--- src/param_measure_pkg.sv ---
// package: register map, field layout, constants and types of the measurement sequencer
package param_measure_pkg;

  // ----------------------------------------------------------------
  // register byte offsets
  // ----------------------------------------------------------------
  localparam logic [7:0] CTRL_OFS     = 8'h00;
  localparam logic [7:0] TARGET_OFS   = 8'h04;
  localparam logic [7:0] DETECT_OFS   = 8'h08;
  localparam logic [7:0] OL_OFS       = 8'h0C;
  localparam logic [7:0] NORMAL_OFS   = 8'h10;
  localparam logic [7:0] LIMITS_OFS   = 8'h14;
  localparam logic [7:0] PWM_OFS      = 8'h18;
  localparam logic [7:0] NV_PAR_OFS   = 8'h1C;
  localparam logic [7:0] NV_GAIN_OFS  = 8'h20;
  localparam logic [7:0] STATUS_OFS   = 8'h24;
  localparam logic [7:0] RESULT_OFS   = 8'h28;
  localparam logic [7:0] SHADOW_OFS   = 8'h2C;
  localparam logic [7:0] SH_GAIN_OFS  = 8'h30;

  // ----------------------------------------------------------------
  // control and status register bit positions
  // ----------------------------------------------------------------
  localparam int CMD_BIT        = 0;
  localparam int RES_EN_BIT     = 1;
  localparam int IND_EN_BIT     = 2;
  localparam int KE_EN_BIT      = 3;
  localparam int MECH_EN_BIT    = 4;
  localparam int DET_SEL_BIT    = 5;
  localparam int OL_SEL_BIT     = 6;
  localparam int SURGE_EN_BIT   = 7;
  localparam int WR_SHADOW_BIT  = 8;
  localparam int DET_FAULT_BIT  = 4;
  localparam int BEMF_FAULT_BIT = 5;

  // ----------------------------------------------------------------
  // reset values, limits and scale factors
  // ----------------------------------------------------------------
  localparam logic [31:0] CTRL_RST     = 32'h0000_0000;
  localparam logic [6:0]  PWM_MIN_KHZ  = 7'd10;
  localparam logic [6:0]  PWM_MAX_KHZ  = 7'd75;
  localparam logic [6:0]  PWM_RST_KHZ  = 7'd20;
  localparam logic [15:0] OL_CUR_NUM   = 16'd4;   // 80 % = 4/5
  localparam logic [15:0] OL_CUR_DEN   = 16'd5;
  localparam int          DECAY_FACTOR = 3;
  localparam int          CUR_BW_SHIFT = 2;       // current loop bandwidth scale
  localparam int          SPD_BW_SHIFT = 1;       // speed loop bandwidth scale

  // ----------------------------------------------------------------
  // types
  // ----------------------------------------------------------------
  typedef enum logic [2:0] {
    ST_IDLE, ST_DETECT, ST_OPEN_LOOP, ST_RAMP_DOWN, ST_COAST, ST_STARTUP
  } seq_state_t;

  typedef struct packed {
    logic [7:0] res;
    logic [7:0] ind;
    logic [7:0] ke;
  } motor_par_t;

  typedef struct packed {
    logic [7:0] cur_kp;
    logic [7:0] cur_ki;
    logic [7:0] spd_kp;
    logic [7:0] spd_ki;
  } loop_gain_t;

  typedef struct packed {
    logic [7:0]  slew_one;
    logic [7:0]  slew_two;
    logic [7:0]  current_ref;
    logic [15:0] speed_ref;
  } ol_ref_t;

  typedef struct packed {
    logic [7:0] current_limit;
    logic [3:0] repeat_count;
  } detect_cfg_t;

endpackage : param_measure_pkg

--- src/param_measure_seq.sv ---
// design: offline motor parameter measurement sequencer with wishbone registers
`timescale 1ns/1ps

// Function
// enter routine on command bit set or non-zero target speed.
// four steps in fixed order, each skipped when its condition is false.
// leave routine after last step; start up if target speed non-zero.
// detection runs when R or L measured, or configured R or L is zero.
// detection source select picks measurement or normal current limit and repeat.
// detection fault on timer overflow or decay above three times ramp-up.
// align and open-loop acceleration run when back-EMF or mechanical measured.
// zero speed-loop gains force mechanical measurement on.
// open-loop source select high uses measurement slew, current and speed refs.
// select low uses normal slew, 80% current limit, 50% maximum speed.
// current ramp-down only while mechanical measurement is active.
// final step puts outputs high impedance and measures while coasting.
// back-EMF fault when coasting back-EMF below stationary threshold.
// results readable; write-shadow bit copies estimates into seven shadows. The friction estimate is not readable.
// a zero non-volatile shadow value uses the estimate regardless.
// current-loop gains derived from measured resistance and inductance.
// speed-loop gains derived from estimated inertia and friction.
// surge guard follows its enable bit.
// guard disabled: deceleration follows the closed-loop decel field.
// output switching frequency selectable from 10 to 75 kHz.
// command and target sampled only when idle; entry latched until exit.
module param_measure_seq
  import param_measure_pkg::*;
(
  // clock and reset
  input  wire logic                          clk_i,
  input  wire logic                          rst_i,
  // wishbone slave
  input  wire logic                          cyc_i,
  input  wire logic                          stb_i,
  input  wire logic                          we_i,
  input  wire logic [7:0]                    adr_i,
  input  wire logic [3:0]                    sel_i,
  input  wire logic [31:0]                   dat_i,
  output logic      [31:0]                   dat_o,
  output logic                               ack_o,
  // measurement engine status
  input  wire logic                          motor_idle_i,
  input  wire logic                          step_done_i,
  input  wire logic                          detect_timer_ovf_i,
  input  wire logic [15:0]                   decay_time_i,
  input  wire logic [15:0]                   rampup_time_i,
  input  wire logic [7:0]                    coast_bemf_i,
  input  wire param_measure_pkg::motor_par_t est_par_i,
  input  wire logic [7:0]                    est_inertia_i,
  input  wire logic [7:0]                    est_friction_i,
  // step control to power stage
  output logic                               detect_run_o,
  output logic                               open_loop_run_o,
  output logic                               ramp_down_run_o,
  output logic                               outputs_hiz_o,
  output logic                               startup_run_o,
  output logic [15:0]                        startup_speed_o,
  output param_measure_pkg::detect_cfg_t     detect_cfg_o,
  output param_measure_pkg::ol_ref_t         ol_ref_o,
  // active motor parameters and gains
  output param_measure_pkg::motor_par_t      active_par_o,
  output param_measure_pkg::loop_gain_t      active_gain_o,
  // supply and switching control
  output logic                               surge_guard_o,
  output logic [3:0]                         decel_rate_o,
  output logic [6:0]                         switching_freq_o
);
  import param_measure_pkg::*;

  // ----------------------------------------------------------------
  // state record
  // ----------------------------------------------------------------
  typedef struct packed {
    seq_state_t  state;
    logic        entry_latched;
    logic        mech_latched;
    logic [31:0] ctrl;
    logic [15:0] target;
    logic [23:0] detect_cfg;
    logic [31:0] ol_cfg;
    logic [23:0] normal_cfg;
    logic [27:0] limits;
    logic [6:0]  pwm_khz;
    motor_par_t  nv_par;
    loop_gain_t  nv_gain;
    motor_par_t  sh_par;
    loop_gain_t  sh_gain;
    motor_par_t  est_par;
    logic [7:0]  est_inertia;
    logic [7:0]  est_friction;
    logic        detect_fault;
    logic        bemf_fault;
    logic        ack;
    logic [31:0] rdata;
    logic        detect_run;
    logic        open_loop_run;
    logic        ramp_down_run;
    logic        outputs_hiz;
    logic        startup_run;
    logic [15:0] startup_speed;
    detect_cfg_t det_out;
    ol_ref_t     ol_out;
    motor_par_t  act_par;
    loop_gain_t  act_gain;
    logic        surge;
    logic [3:0]  decel;
    logic [6:0]  freq;
  } regs_t;

  regs_t r_reg;
  regs_t r_next;

  // ----------------------------------------------------------------
  // derived conditions
  // ----------------------------------------------------------------
  logic        mech_active;
  logic        detect_needed;
  logic        ol_needed;
  logic [15:0] ilim_80;
  logic [15:0] decay_limit;
  loop_gain_t  est_gain;
  motor_par_t  eff_par;
  loop_gain_t  eff_gain;
  logic        wb_req;
  logic        wb_wr;
  logic [31:0] wmask;

  // step entry conditions, evaluated from live configuration
  always_comb begin
    mech_active   = r_reg.ctrl[MECH_EN_BIT]
                  | (r_reg.nv_gain.spd_kp == 8'h00 && r_reg.nv_gain.spd_ki == 8'h00);
    detect_needed = r_reg.ctrl[RES_EN_BIT] | r_reg.ctrl[IND_EN_BIT]
                  | (r_reg.nv_par.res == 8'h00) | (r_reg.nv_par.ind == 8'h00);
    ol_needed     = r_reg.ctrl[KE_EN_BIT] | mech_active;
    ilim_80       = 16'((16'(r_reg.normal_cfg[23:16]) * OL_CUR_NUM) / OL_CUR_DEN);
    decay_limit   = 16'(rampup_time_i * 16'(DECAY_FACTOR));
  end

  // gains from estimates; one shift per loop keeps the math cheap
  always_comb begin
    est_gain.cur_kp = 8'(r_reg.est_par.ind << CUR_BW_SHIFT);
    est_gain.cur_ki = 8'(r_reg.est_par.res << CUR_BW_SHIFT);
    est_gain.spd_kp = 8'(r_reg.est_inertia << SPD_BW_SHIFT);
    est_gain.spd_ki = 8'(r_reg.est_friction << SPD_BW_SHIFT);
  end

  // a zero loaded from storage falls through to the estimate
  always_comb begin
    eff_par.res     = (r_reg.nv_par.res == 8'h00) ? r_reg.est_par.res : r_reg.sh_par.res;
    eff_par.ind     = (r_reg.nv_par.ind == 8'h00) ? r_reg.est_par.ind : r_reg.sh_par.ind;
    eff_par.ke      = (r_reg.nv_par.ke == 8'h00) ? r_reg.est_par.ke : r_reg.sh_par.ke;
    eff_gain.cur_kp = (r_reg.nv_gain.cur_kp == 8'h00) ? est_gain.cur_kp
                                                       : r_reg.sh_gain.cur_kp;
    eff_gain.cur_ki = (r_reg.nv_gain.cur_ki == 8'h00) ? est_gain.cur_ki
                                                       : r_reg.sh_gain.cur_ki;
    eff_gain.spd_kp = (r_reg.nv_gain.spd_kp == 8'h00) ? est_gain.spd_kp
                                                       : r_reg.sh_gain.spd_kp;
    eff_gain.spd_ki = (r_reg.nv_gain.spd_ki == 8'h00) ? est_gain.spd_ki
                                                       : r_reg.sh_gain.spd_ki;
  end

  // byte-lane mask from wishbone select
  always_comb begin
    wb_req = cyc_i & stb_i & ~r_reg.ack;
    wb_wr  = wb_req & we_i;
    wmask  = {{8{sel_i[3]}}, {8{sel_i[2]}}, {8{sel_i[1]}}, {8{sel_i[0]}}};
  end

  // ----------------------------------------------------------------
  // next-state logic
  // ----------------------------------------------------------------
  always_comb begin
    r_next      = r_reg;
    r_next.ack  = wb_req;

    // register writes; settings stay writable while running, steps read them live
    if (wb_wr) begin
      unique case (adr_i)
        CTRL_OFS:    r_next.ctrl = (r_reg.ctrl & ~wmask) | (dat_i & wmask);
        TARGET_OFS:  r_next.target = 16'((32'(r_reg.target) & ~wmask) | (dat_i & wmask));
        DETECT_OFS:  r_next.detect_cfg = 24'((32'(r_reg.detect_cfg) & ~wmask) | (dat_i & wmask));
        OL_OFS:      r_next.ol_cfg = (r_reg.ol_cfg & ~wmask) | (dat_i & wmask);
        NORMAL_OFS:  r_next.normal_cfg = 24'((32'(r_reg.normal_cfg) & ~wmask) | (dat_i & wmask));
        LIMITS_OFS:  r_next.limits = 28'((32'(r_reg.limits) & ~wmask) | (dat_i & wmask));
        PWM_OFS: begin
          if (sel_i[0]) begin
            // out-of-range requests are clamped into the supported band
            if (dat_i[6:0] < PWM_MIN_KHZ) r_next.pwm_khz = PWM_MIN_KHZ;
            else if (dat_i[6:0] > PWM_MAX_KHZ) r_next.pwm_khz = PWM_MAX_KHZ;
            else r_next.pwm_khz = dat_i[6:0];
          end
        end
        NV_PAR_OFS: begin
          r_next.nv_par = 24'((32'(r_reg.nv_par) & ~wmask) | (dat_i & wmask));
          r_next.sh_par = r_next.nv_par;
        end
        NV_GAIN_OFS: begin
          r_next.nv_gain = (r_reg.nv_gain & ~wmask) | (dat_i & wmask);
          r_next.sh_gain = r_next.nv_gain;
        end
        STATUS_OFS: begin
          // write one to clear; a fault raised below in this cycle wins
          if (sel_i[0] && dat_i[DET_FAULT_BIT]) r_next.detect_fault = 1'b0;
          if (sel_i[0] && dat_i[BEMF_FAULT_BIT]) r_next.bemf_fault = 1'b0;
        end
        default: ;
      endcase
    end

    r_next.ctrl[WR_SHADOW_BIT] = 1'b0;   // write-shadow is a strobe, never stored

    // copy estimates into all seven shadows on request
    if (wb_wr && adr_i == CTRL_OFS && sel_i[1] && dat_i[WR_SHADOW_BIT]) begin
      r_next.sh_par  = r_reg.est_par;
      r_next.sh_gain = est_gain;
    end

    // register reads
    r_next.rdata = 32'h0000_0000;
    if (wb_req && !we_i) begin
      unique case (adr_i)
        CTRL_OFS:    r_next.rdata = r_reg.ctrl;
        TARGET_OFS:  r_next.rdata = {16'h0000, r_reg.target};
        DETECT_OFS:  r_next.rdata = {8'h00, r_reg.detect_cfg};
        OL_OFS:      r_next.rdata = r_reg.ol_cfg;
        NORMAL_OFS:  r_next.rdata = {8'h00, r_reg.normal_cfg};
        LIMITS_OFS:  r_next.rdata = {4'h0, r_reg.limits};
        PWM_OFS:     r_next.rdata = {25'h0, r_reg.pwm_khz};
        NV_PAR_OFS:  r_next.rdata = {8'h00, r_reg.nv_par};
        NV_GAIN_OFS: r_next.rdata = r_reg.nv_gain;
        STATUS_OFS:  r_next.rdata = {26'h0, r_reg.bemf_fault, r_reg.detect_fault,
                                     r_reg.entry_latched, r_reg.state};
        RESULT_OFS:  r_next.rdata = {r_reg.est_par, r_reg.est_inertia};
        SHADOW_OFS:  r_next.rdata = {8'h00, eff_par};
        SH_GAIN_OFS: r_next.rdata = eff_gain;
        default:     r_next.rdata = 32'h0000_0000;
      endcase
    end

    // sequencer
    unique case (r_reg.state)
      ST_IDLE: begin
        // sample command and target only at rest, then hold the decision
        if (motor_idle_i && (r_reg.ctrl[CMD_BIT] || r_reg.target != 16'h0000)) begin
          r_next.entry_latched    = 1'b1;
          r_next.mech_latched     = mech_active;
          r_next.ctrl[CMD_BIT]    = 1'b0;
          if (detect_needed) r_next.state = ST_DETECT;
          else if (ol_needed) r_next.state = ST_OPEN_LOOP;
          else r_next.state = ST_COAST;
        end
      end
      ST_DETECT: begin
        if (detect_timer_ovf_i || step_done_i) begin
          r_next.est_par.res = est_par_i.res;
          r_next.est_par.ind = est_par_i.ind;
          if (detect_timer_ovf_i || decay_time_i > decay_limit)
            r_next.detect_fault = 1'b1;
          r_next.state = ol_needed ? ST_OPEN_LOOP : ST_COAST;
        end
      end
      ST_OPEN_LOOP: begin
        if (step_done_i)
          r_next.state = r_reg.mech_latched ? ST_RAMP_DOWN : ST_COAST;
      end
      ST_RAMP_DOWN: begin
        if (step_done_i) r_next.state = ST_COAST;
      end
      ST_COAST: begin
        if (step_done_i) begin
          r_next.est_par.ke   = est_par_i.ke;
          r_next.est_inertia  = est_inertia_i;
          r_next.est_friction = est_friction_i;
          if (coast_bemf_i < r_reg.limits[23:16]) r_next.bemf_fault = 1'b1;
          r_next.entry_latched = 1'b0;
          r_next.state = (r_reg.target != 16'h0000) ? ST_STARTUP : ST_IDLE;
        end
      end
      ST_STARTUP: begin
        // normal drive until the speed command returns to zero
        if (r_reg.target == 16'h0000) r_next.state = ST_IDLE;
      end
    endcase

    // step outputs follow the next state so they align with it
    r_next.detect_run    = (r_next.state == ST_DETECT);
    r_next.open_loop_run = (r_next.state == ST_OPEN_LOOP);
    r_next.ramp_down_run = (r_next.state == ST_RAMP_DOWN);
    r_next.outputs_hiz   = (r_next.state == ST_COAST);
    r_next.startup_run   = (r_next.state == ST_STARTUP);
    r_next.startup_speed = r_next.startup_run ? r_reg.target : 16'h0000;

    // detection limits from the selected source
    if (r_reg.ctrl[DET_SEL_BIT]) begin
      r_next.det_out.current_limit = r_reg.detect_cfg[7:0];
      r_next.det_out.repeat_count  = r_reg.detect_cfg[11:8];
    end else begin
      r_next.det_out.current_limit = r_reg.detect_cfg[19:12];
      r_next.det_out.repeat_count  = r_reg.detect_cfg[23:20];
    end

    // open-loop references from the selected source
    if (r_reg.ctrl[OL_SEL_BIT]) begin
      r_next.ol_out.slew_one    = r_reg.ol_cfg[7:0];
      r_next.ol_out.slew_two    = 8'h00;
      r_next.ol_out.current_ref = r_reg.ol_cfg[15:8];
      r_next.ol_out.speed_ref   = r_reg.ol_cfg[31:16];
    end else begin
      r_next.ol_out.slew_one    = r_reg.normal_cfg[7:0];
      r_next.ol_out.slew_two    = r_reg.normal_cfg[15:8];
      r_next.ol_out.current_ref = ilim_80[7:0];
      r_next.ol_out.speed_ref   = {1'b0, r_reg.limits[15:1]};
    end

    // parameters and gains handed to the control loops
    r_next.act_par  = eff_par;
    r_next.act_gain = eff_gain;

    // surge guard and deceleration rate
    r_next.surge = r_reg.ctrl[SURGE_EN_BIT];
    r_next.decel = r_reg.ctrl[SURGE_EN_BIT] ? 4'h0 : r_reg.limits[27:24];
    r_next.freq  = r_reg.pwm_khz;
  end

  // ----------------------------------------------------------------
  // state register
  // ----------------------------------------------------------------
  always_ff @(posedge clk_i) begin
    if (rst_i) begin
      r_reg         <= '0;
      r_reg.state   <= ST_IDLE;
      r_reg.ctrl    <= CTRL_RST;
      r_reg.pwm_khz <= PWM_RST_KHZ;
      r_reg.freq    <= PWM_RST_KHZ;
    end else begin
      r_reg <= r_next;
    end
  end

  // ----------------------------------------------------------------
  // outputs, all straight from the state register
  // ----------------------------------------------------------------
  assign dat_o            = r_reg.rdata;
  assign ack_o            = r_reg.ack;
  assign detect_run_o     = r_reg.detect_run;
  assign open_loop_run_o  = r_reg.open_loop_run;
  assign ramp_down_run_o  = r_reg.ramp_down_run;
  assign outputs_hiz_o    = r_reg.outputs_hiz;
  assign startup_run_o    = r_reg.startup_run;
  assign startup_speed_o  = r_reg.startup_speed;
  assign detect_cfg_o     = r_reg.det_out;
  assign ol_ref_o         = r_reg.ol_out;
  assign active_par_o     = r_reg.act_par;
  assign active_gain_o    = r_reg.act_gain;
  assign surge_guard_o    = r_reg.surge;
  assign decel_rate_o     = r_reg.decel;
  assign switching_freq_o = r_reg.freq;

endmodule // param_measure_seq

--- config.mk ---
export PLATFORM = sky130hd
export DESIGN_NAME = param_measure_seq
export DESIGN_NICKNAME = d
export VERILOG_FILES = /design/src/param_measure_pkg.sv /design/src/param_measure_seq.sv
export SDC_FILE = /design/constraint.sdc
export NUM_CORES = 1
export LEC_CHECK = 0
export ABC_CLOCK_PERIOD_IN_PS = 4200
export BUFFER_PORTS_ARGS = -buffer_cell sky130_fd_sc_hd__buf_2
export CAP_MARGIN = 10
export CORE_AREA = 5 5 214 257
export DETAILED_ROUTE_END_ITERATION = 12
export DIE_AREA = 0 0 219 262
export GPL_TIMING_DRIVEN = 0
export PLACE_DENSITY = 0.61
export REMOVE_ABC_BUFFERS = 1
export SYNTH_ARGS = -nofsm -noshare
export SYNTH_HDL_FRONTEND = slang
export SYNTH_SLANG_ARGS = --single-unit
--- constraint.sdc ---
create_clock -name clk_i -period 4.2 [get_ports clk_i]
set_input_delay 0.21 -clock clk_i [delete_from_list [all_inputs] [get_ports clk_i]]
set_output_delay 0.21 -clock clk_i [all_outputs]
set_load 0.05 [all_outputs]
======== After elaboration in Yosys (flattened, before gate mapping) ========
Cells that the tools add are included.
W data, S select, Z words.
storage, ports and cells
  register bits after elaboration ......... 496
  output and inout bits ................... 174
cells by class
  multiply operators ...................... 1
  divide/modulo/power cells ............... 1
  $lt $le $gt $ge ......................... 4
  equal/unequal tests ..................... 24
  multiplexer cells ....................... 50
  bitwise logic cells ..................... 30
  reductions and logical operators ........ 48
operators with widths
  kind                     number
  $pmux W32 S13            1
  $mux W275                1
  $and A32 B32 Y32         4
  $mux W32                 4
  $mux W24                 4
  $or A32 B32 Y32          3
  $and A24 B24 Y24         3
  $or A24 B24 Y24          3
  $logic_not A8 Y1         8
  $mux W56                 1
  $mux W8                  7
  $eq A8 B6 Y1 const B     5
  $mux W40                 1
  $eq A8 B5 Y1 const B     4
  $not A32 Y32             1
  $and A28 B28 Y28         1
  $mux W28                 1
  $mux W7                  4
  $or A28 B28 Y28          1
  $reduce_and A2 Y1        13
  $mux W3                  8
  $pmux W3 S6              1
  $and A16 B16 Y16         1
  $div A10 B3 Y16 const B  1
  other kinds (31)         77

======== Depth between registers and ports, before layout ========
Gate-level depths: netlist of the first run.
  depth in word-level cells ............... 11
  mapped depth ............................ 20
  gate-level depth less buffers ........... 20

======== Worst setup path before layout of the first run ========
Ideal clock, no wire load.
  kind .................................... in2reg
  from .................................... input rampup_time_i[0]
  to ...................................... register r_reg[175] (netlist bit)
  arrival ................................. 3.127 ns
  data required time ...................... 4.069 ns
  path slack .............................. 0.943 ns
  stages .................................. 20
  cell sequence ........................... ha_1 > fa_1 > a21o_1 > a21oi_1 > o21bai_1 > a21o_1 > a21oi_1 > inv_1 > a21oi_1 > xor2_1 > ha_1 > a21o_1 > a21oi_1 > nor2b_1 > o21ai_0 > nand2b_1 > a21oi_1 > o21ai_0 > a21oi_1 > o22ai_1
on the way
  cells in the longest elaborated chain, start to end .. 6
ends and longest elaborated chain
  item                  line                      text
  from (decl)           param_measure_seq.sv:46   input wire logic [15:0] rampup_time_i,
  $mul A16 B2 Y16       param_measure_seq.sv:136  decay_limit = 16'(rampup_time_i * 16'(DECAY_FACTOR));
  $gt A16 B16 Y1        param_measure_seq.sv:257  if (detect_timer_ovf_i || decay_time_i > decay_limit)
  $logic_or A1 B1 Y1    param_measure_seq.sv:257
  $mux W1               param_measure_seq.sv:257
  $mux W1               param_measure_seq.sv:254  if (detect_timer_ovf_i || step_done_i) begin
  $mux W1               param_measure_seq.sv:241  unique case (r_reg.state)
  to (signal assigned)  param_measure_seq.sv:336  r_reg <= r_next;
  to (decl)             param_measure_seq.sv:110  regs_t r_reg;
No other way between the ends.
A chain may end at the register's enable or synchronous reset.

======== Worst setup path after layout of the first run ========
  from .................................... input adr_i[4]
  to ...................................... register r_reg[233] (netlist bit)
on the way
  cells in the longest elaborated chain, start to end .. 5
  elaborated cells between the ends (all ways) .. 7
ends and longest elaborated chain
  item                               line                      text
  from (decl)                        param_measure_seq.sv:36   input wire logic [7:0] adr_i,
  $logic_not A8 Y1                   param_measure_seq.sv:213  if (wb_wr && adr_i == CTRL_OFS && sel_i[1] && dat_i[WR_SHADOW_BIT]) begin
  $logic_and A1 B1 Y1 (3 in series)  param_measure_seq.sv:213
  $reduce_or A2 Y1 (no line)         n/a
Parallel ways exist; a longest one is shown, timed or not.

==> flow_metrics.tcl, run 1 <==
set metrics [dict create \
    fin_crit_ps 4120 \
    fp.dieArea_mm2 0.0574 \
    die_h_um 262 \
    place_area_mm2 0.0242 \
    cts_buffer_depth 3 \
    drt_iter0_markers 2549 \
    fin_skew_ps 27.8 \
    area_delta_synth_final_pct 15.3 \
    grt_max_degree 160 \
    antenna_found_initial 1 \
    path_delay_family "simple AND/OR/NAND/NOR gates" \
    die_w_um 219 \
    synth_warnings 0 \
    max_freq_mhz 243 \
    hold_viol 0 \
    use_met3 0.0528 \
    grt_pass1_wl_um 125000 \
    async_flop_share 0 \
    placeableCoreArea_mm2 0.0523 \
    timing.critical_path.mode_cell "nand2b_1" \
    p_leak_uw 0.00983 \
    crit_path_top_delay_cell "nor2_4" \
    fin_crit_sh 0.980 \
    synth_area_leader_cell "dfxtp_1" \
    cp.buffers_inverters 3 \
    criticalPathCategory "in -> reg" \
    avgSynthCellArea_um2 8.25 \
    worstHoldPathType "in -> reg" \
    gp_congestion 0.933 \
    num_rows 92 \
    routedWlPerCell_um 23.3 \
    synth-edff-count 0 \
    final_common_cell "dfxtp_1" \
    cts_made_buffers 49 \
    firstDrtPassIters 8 \
    route.detailed.drc 0 \
    cpPeakStageDelay_ps 840 \
    setup_viol 0 \
    drv_cap 0 \
    run_status "finished clean" \
    netlist_area_mm2 0.0232 \
    peakVddDrop_v 0.000303 \
    slew_viol_final 0 \
    crit_chain "buf_2, nor3_4, buf_8, nand2b_1, nor2_4, nand4_1, buf_16, nand2b_1, a211oi_1" \
    hpwl_um 60600 \
    synth-seq-area-share 0.426 \
    powerDensity_mw_per_mm2 391 \
    portBuffers 304 \
    insertion_delay_ps 610 \
    layout_common_cells "dfxtp_1, nand2_1, buf_2, a21oi_1, nor2_1" \
    grt_use_met1 0.353 \
    busiest_layer "met2" \
    critPathLaunchType "input port" \
    htree_levels 2 \
    crit_path_end_kind "flop" \
    grt_setup_unrepaired "false" \
    final.setup.worst_slack_ps 82.3 \
    routed-via-count 21600 \
    netlist.area_leader.share 0.426 \
    clk_pin_slew_worst_paths_ps 60 \
    drive_gt1_frac 0.166 \
    pre_cts_slack_ps -577 \
    overflow 0 \
    crit_fanout 18 \
    use_met2 0.458 \
    wl_um 85000 \
    synth-seq-cells 494 \
    nets 3070 \
    worstMarginPinSlew_ps 1230 \
    required_ps 4640 \
    tritoncts_num_sinks 494 \
    synth_flop_cell "dfxtp_1" \
    cts-root-buf "clkbuf_16" \
    vias_per_cell 5.92 \
    io_pins 306 \
    relSlewSlack 0.177 \
    cts_tree "done" \
    start_util 0.445 \
    grt.total_usage 0.281 \
    first_global_vias 20300 \
    syn_inst 2816 \
    netlist-cell-type-count 85 \
    ys_top_cells_by_area "dfxtp_1, a21oi_1, nand2_1, mux2i_1, buf_4" \
    antenna_left 0 \
    fin_util 0.513 \
    cp.arrival_ps 4560 \
    finalInstanceArea_mm2 0.0268 \
]
-- tightest hold or removal path, cell delays in order --
cell and delay (ps):
buf_2 210, nand3_1 110, a21oi_1 60
-- power by group --
| group | switching (uW) | internal, uW |
|---|---|---|
| Sequential | 1.92 | 4680 |
| Combinational | 381 | 223 |
| Clock | 2010 | 3170 |
-- per-stage QoR --
step / TNS, ps / power [uW] / hold WS [ps] / std cells
after floorplan: -95470 / 5010 / 279 / 2445
after global placement: -1413470 / 5310 / 441 / 3454
after detailed placement: -11470 / 5340 / 447 / 3482
after CTS: 0 / 10500 / 7.38 / 3639
after global routing: 0 / 10800 / 29.3 / 3641
final: 0 / 10500 / 34.7 / 3644
-- synth_stat cells (10+ instances only) --
| library cell | instances |
|---|---|
| nand2_1 | 391 |
| nor3_1 | 20 |
| buf_4 | 173 |
| o22ai_1 | 29 |
| o211ai_1 | 31 |
| nand2b_1 | 43 |
| xnor2_1 | 15 |
| mux2_2 | 19 |
| clkbuf_1 | 157 |
| inv_1 | 24 |
| a221oi_1 | 21 |
| nor2b_1 | 21 |
| a22oi_1 | 38 |
| dfxtp_1 | 494 |
| a222oi_1 | 26 |
| nor4_1 | 21 |
| mux2i_1 | 134 |
| a31oi_1 | 22 |
| a21oi_1 | 302 |
| buf_1 | 10 |
| buf_2 | 25 |
| nand3_1 | 188 |
| ha_1 | 40 |
| a21o_1 | 10 |
| a211oi_1 | 31 |
| and2_1 | 37 |
| o21ai_0 | 86 |
| nor2_1 | 275 |
-- path summary, 6_finish.rpt --
kind	slack, ps	cells past startpoint	end	startpoint
max reg2reg	280	14	ol_ref_o[16]	flop
min	30	3	flop	dat_i[1]
max	80	9	r_reg[233]	adr_i[4]
min reg2reg	460	2	flop	flop
-- area by class of cell --
cell class	instances	area [um^2]
Antenna cell	3	7.51
Clock buffer	62	1400
Clock inverter	28	526
Fill cell	5048	25500
Inverter	24	90.1
Multi-Input combinational cell	1928	11200
Sequential cell	494	9900
Tap cell	705	882
Timing Repair Buffer	400	2760
-- routing by layer --
metal,part of all wire,vias up
li1,-,9884
met1,0.39,10200
met2,0.46,1197
met3,0.090,272
met4,0.063,2
met5,0.00015,-
-- kinds of logic (layout without fill, tap and decap cells) --
kind of cell	Yosys count	after routing	synth area share
buffers and inverters	395	514	0.0948
muxes	155	155	0.0689
xor gates and xnor gates	23	23	0.00867
other	0	3	0
DFF	494	494	0.426
and+or+nand+nor	1053	1054	0.205
adders and majority gates	43	43	0.0233
AOI/OAI and AO/OA	653	653	0.174
-- timing repair --
item | 4_1_cts | 5_1_grt
hold buffers | 67 | 0
buffers inserted | 0 | 0
setup endpoints to repair | 0 | 8
resized for setup | 0 | 4
endpoints found under the hold margin | 155 | 0
(Power assumes the default switching activity.)
==> run 2: changes to the inputs <==
--- a/config.mk
+++ b/config.mk
@@ -8,11 +8,11 @@
 export ABC_CLOCK_PERIOD_IN_PS = 4200
 export BUFFER_PORTS_ARGS = -buffer_cell sky130_fd_sc_hd__buf_2
 export CAP_MARGIN = 10
-export CORE_AREA = 5 5 214 257
+export CORE_AREA = 5 5 194 234
 export DETAILED_ROUTE_END_ITERATION = 12
-export DIE_AREA = 0 0 219 262
+export DIE_AREA = 0 0 199 239
 export GPL_TIMING_DRIVEN = 0
-export PLACE_DENSITY = 0.61
+export PLACE_DENSITY = 0.73
 export REMOVE_ABC_BUFFERS = 1
 export SYNTH_ARGS = -nofsm -noshare
 export SYNTH_HDL_FRONTEND = slang
==> flow_metrics.tcl, run 2 (same netlist as run 1, synthesis figures left out) <==
set metrics [dict create \
    slew_viol_final 0 \
    firstDrtPassIters 6 \
    final.setup.worst_slack_ps 185 \
    antenna_found_initial 3 \
    nets 3065 \
    clk_pin_slew_worst_paths_ps 70 \
    routedWlPerCell_um 23.4 \
    max_freq_mhz 249 \
    first_global_vias 20700 \
    gp_congestion 0.936 \
    hold_viol 0 \
    min_from "step_done_i" \
    worstMarginPinSlew_ps 1320 \
    fin_crit_sh 0.956 \
    p_sw_uw 2380 \
    diodes 0 \
    fin_skew_ps 38.1 \
    overflow 0 \
    worstHoldPathType "in -> reg" \
    htree_levels 2 \
    required_ps 4620 \
    insertion_delay_ps 600 \
    antenna_left 0 \
    startpoint "adr_i[4]" \
    p_comb_frac 0.060 \
    cts-root-buf "clkbuf_16" \
    io_pins 306 \
    seqPwrFrac 0.470 \
    wl_um 81700 \
    fin_tns_setup_ps 0 \
    portBuffers 304 \
    p_leak_uw 0.00971 \
    crit_path_end_kind "flop" \
    routed-via-count 21700 \
    switching_share 0.239 \
    totalPowerFinal_uw 9960 \
    pre_cts_slack_ps -405 \
    crit_fanout 19 \
    cts_tree "done" \
    grt_max_degree 162 \
    powerDensity_mw_per_mm2 378 \
    criticalPathCategory "in -> reg" \
    tritoncts_num_sinks 494 \
    grt_pass1_wl_um 122000 \
    relSlewSlack 0.120 \
    cts_buffer_depth 3 \
    die_w_um 199 \
    clockPowerShare 0.469 \
    die_h_um 239 \
    start_util 0.539 \
    run_status "finished clean" \
    hpwl_um 57800 \
    setup_viol 0 \
    p_int_uw 7580 \
    cts_made_buffers 49 \
    cp.arrival_ps 4430 \
    fin_crit_ps 4010 \
    critPathLaunchType "input port" \
    drive_gt1_frac 0.166 \
    drt_iter0_markers 2674 \
    layout_common_cells "dfxtp_1, nand2_1, buf_2, a21oi_1, nor2_1" \
    num_rows 84 \
    vias_per_cell 6.22 \
    final_common_cell "dfxtp_1" \
    grt_setup_unrepaired "false" \
    drv_cap 0 \
    grt.total_usage 0.327 \
    fp.dieArea_mm2 0.0476 \
    route.detailed.drc 0 \
    placeableCoreArea_mm2 0.0431 \
    peakVddDrop_v 0.000359 \
    area_delta_synth_final_pct 13.4 \
]
## run 2: path summary, 6_finish.rpt
kind | to | slack (ps) | depth (start not counted)
worst max-delay path | r_reg[233] | 190 | 9
worst min-delay path | r_reg[175] | 20 | 3
worst max register to register | ol_ref_o[16] | 400 | 15
worst min register to register | flop | 450 | 2
## run 2: timing repair
action / 4_1_cts / 5_1_grt
endpoints found under the hold margin: 113 / 0
buffers inserted: 0 / 0
endpoints found under the setup margin: 0 / 8
hold buffers: 63 / 0
gates resized for setup: 0 / 5
## run 2: critical path, cell delays in order
cell and delay [ps]:
buf_2 150, nor3_4 480, buf_8 240, nand2b_1 700, nor2_4 860, nand4_1 770
buf_16 420, nand2b_1 480, a211oi_1 80
## run 2: metrics by stage
stage               instances  instance area, um^2  utilization  hold slack, ps
floorplan                2445                21100            -             279
global placement         3308                23300        0.542             440
detailed placement       3335                24000        0.557             448
CTS                      3488                26300        0.611            2.49
global route             3490                26400        0.612            14.2
finish                   3490                26400        0.612            20.1
## run 2: final cells by class
| class | count | area, um^2 |
|---|---|---|
| Clock inverter | 32 | 392 |
| Sequential cell | 494 | 9900 |
| Timing Repair Buffer | 395 | 2710 |
| Inverter | 24 | 90.1 |
| Multi-Input combinational cell | 1928 | 11200 |
| Fill cell | 3742 | 16700 |
| Tap cell | 559 | 699 |
| Clock buffer | 58 | 1330 |
## run 2: per-layer routing
| layer | vias to the layer above | wire length [um] | GRT usage | part of all wire |
|---|---|---|---|---|
| li1 | 9850 | - | - | - |
| met1 | 10300 | 30600 | 0.404 | 0.37 |
| met2 | 1264 | 37800 | 0.530 | 0.46 |
| met3 | 304 | 7430 | 0.0562 | 0.091 |
| met4 | 2 | 5790 | 0.202 | 0.071 |
| met5 | - | 9 | 0 | 0.00011 |
## run 2: power by group through the flow
stage / sequential (uW) / combinational (uW) / clock (uW)
3_3_place_gp: 4790 / 506 / 0
5_1_grt: 4680 / 644 / 4920
3_5_place_dp: 4790 / 538 / 0
2_1_floorplan: 4790 / 219 / 0
4_1_cts: 4690 / 588 / 4710
6_report: 4690 / 600 / 4680
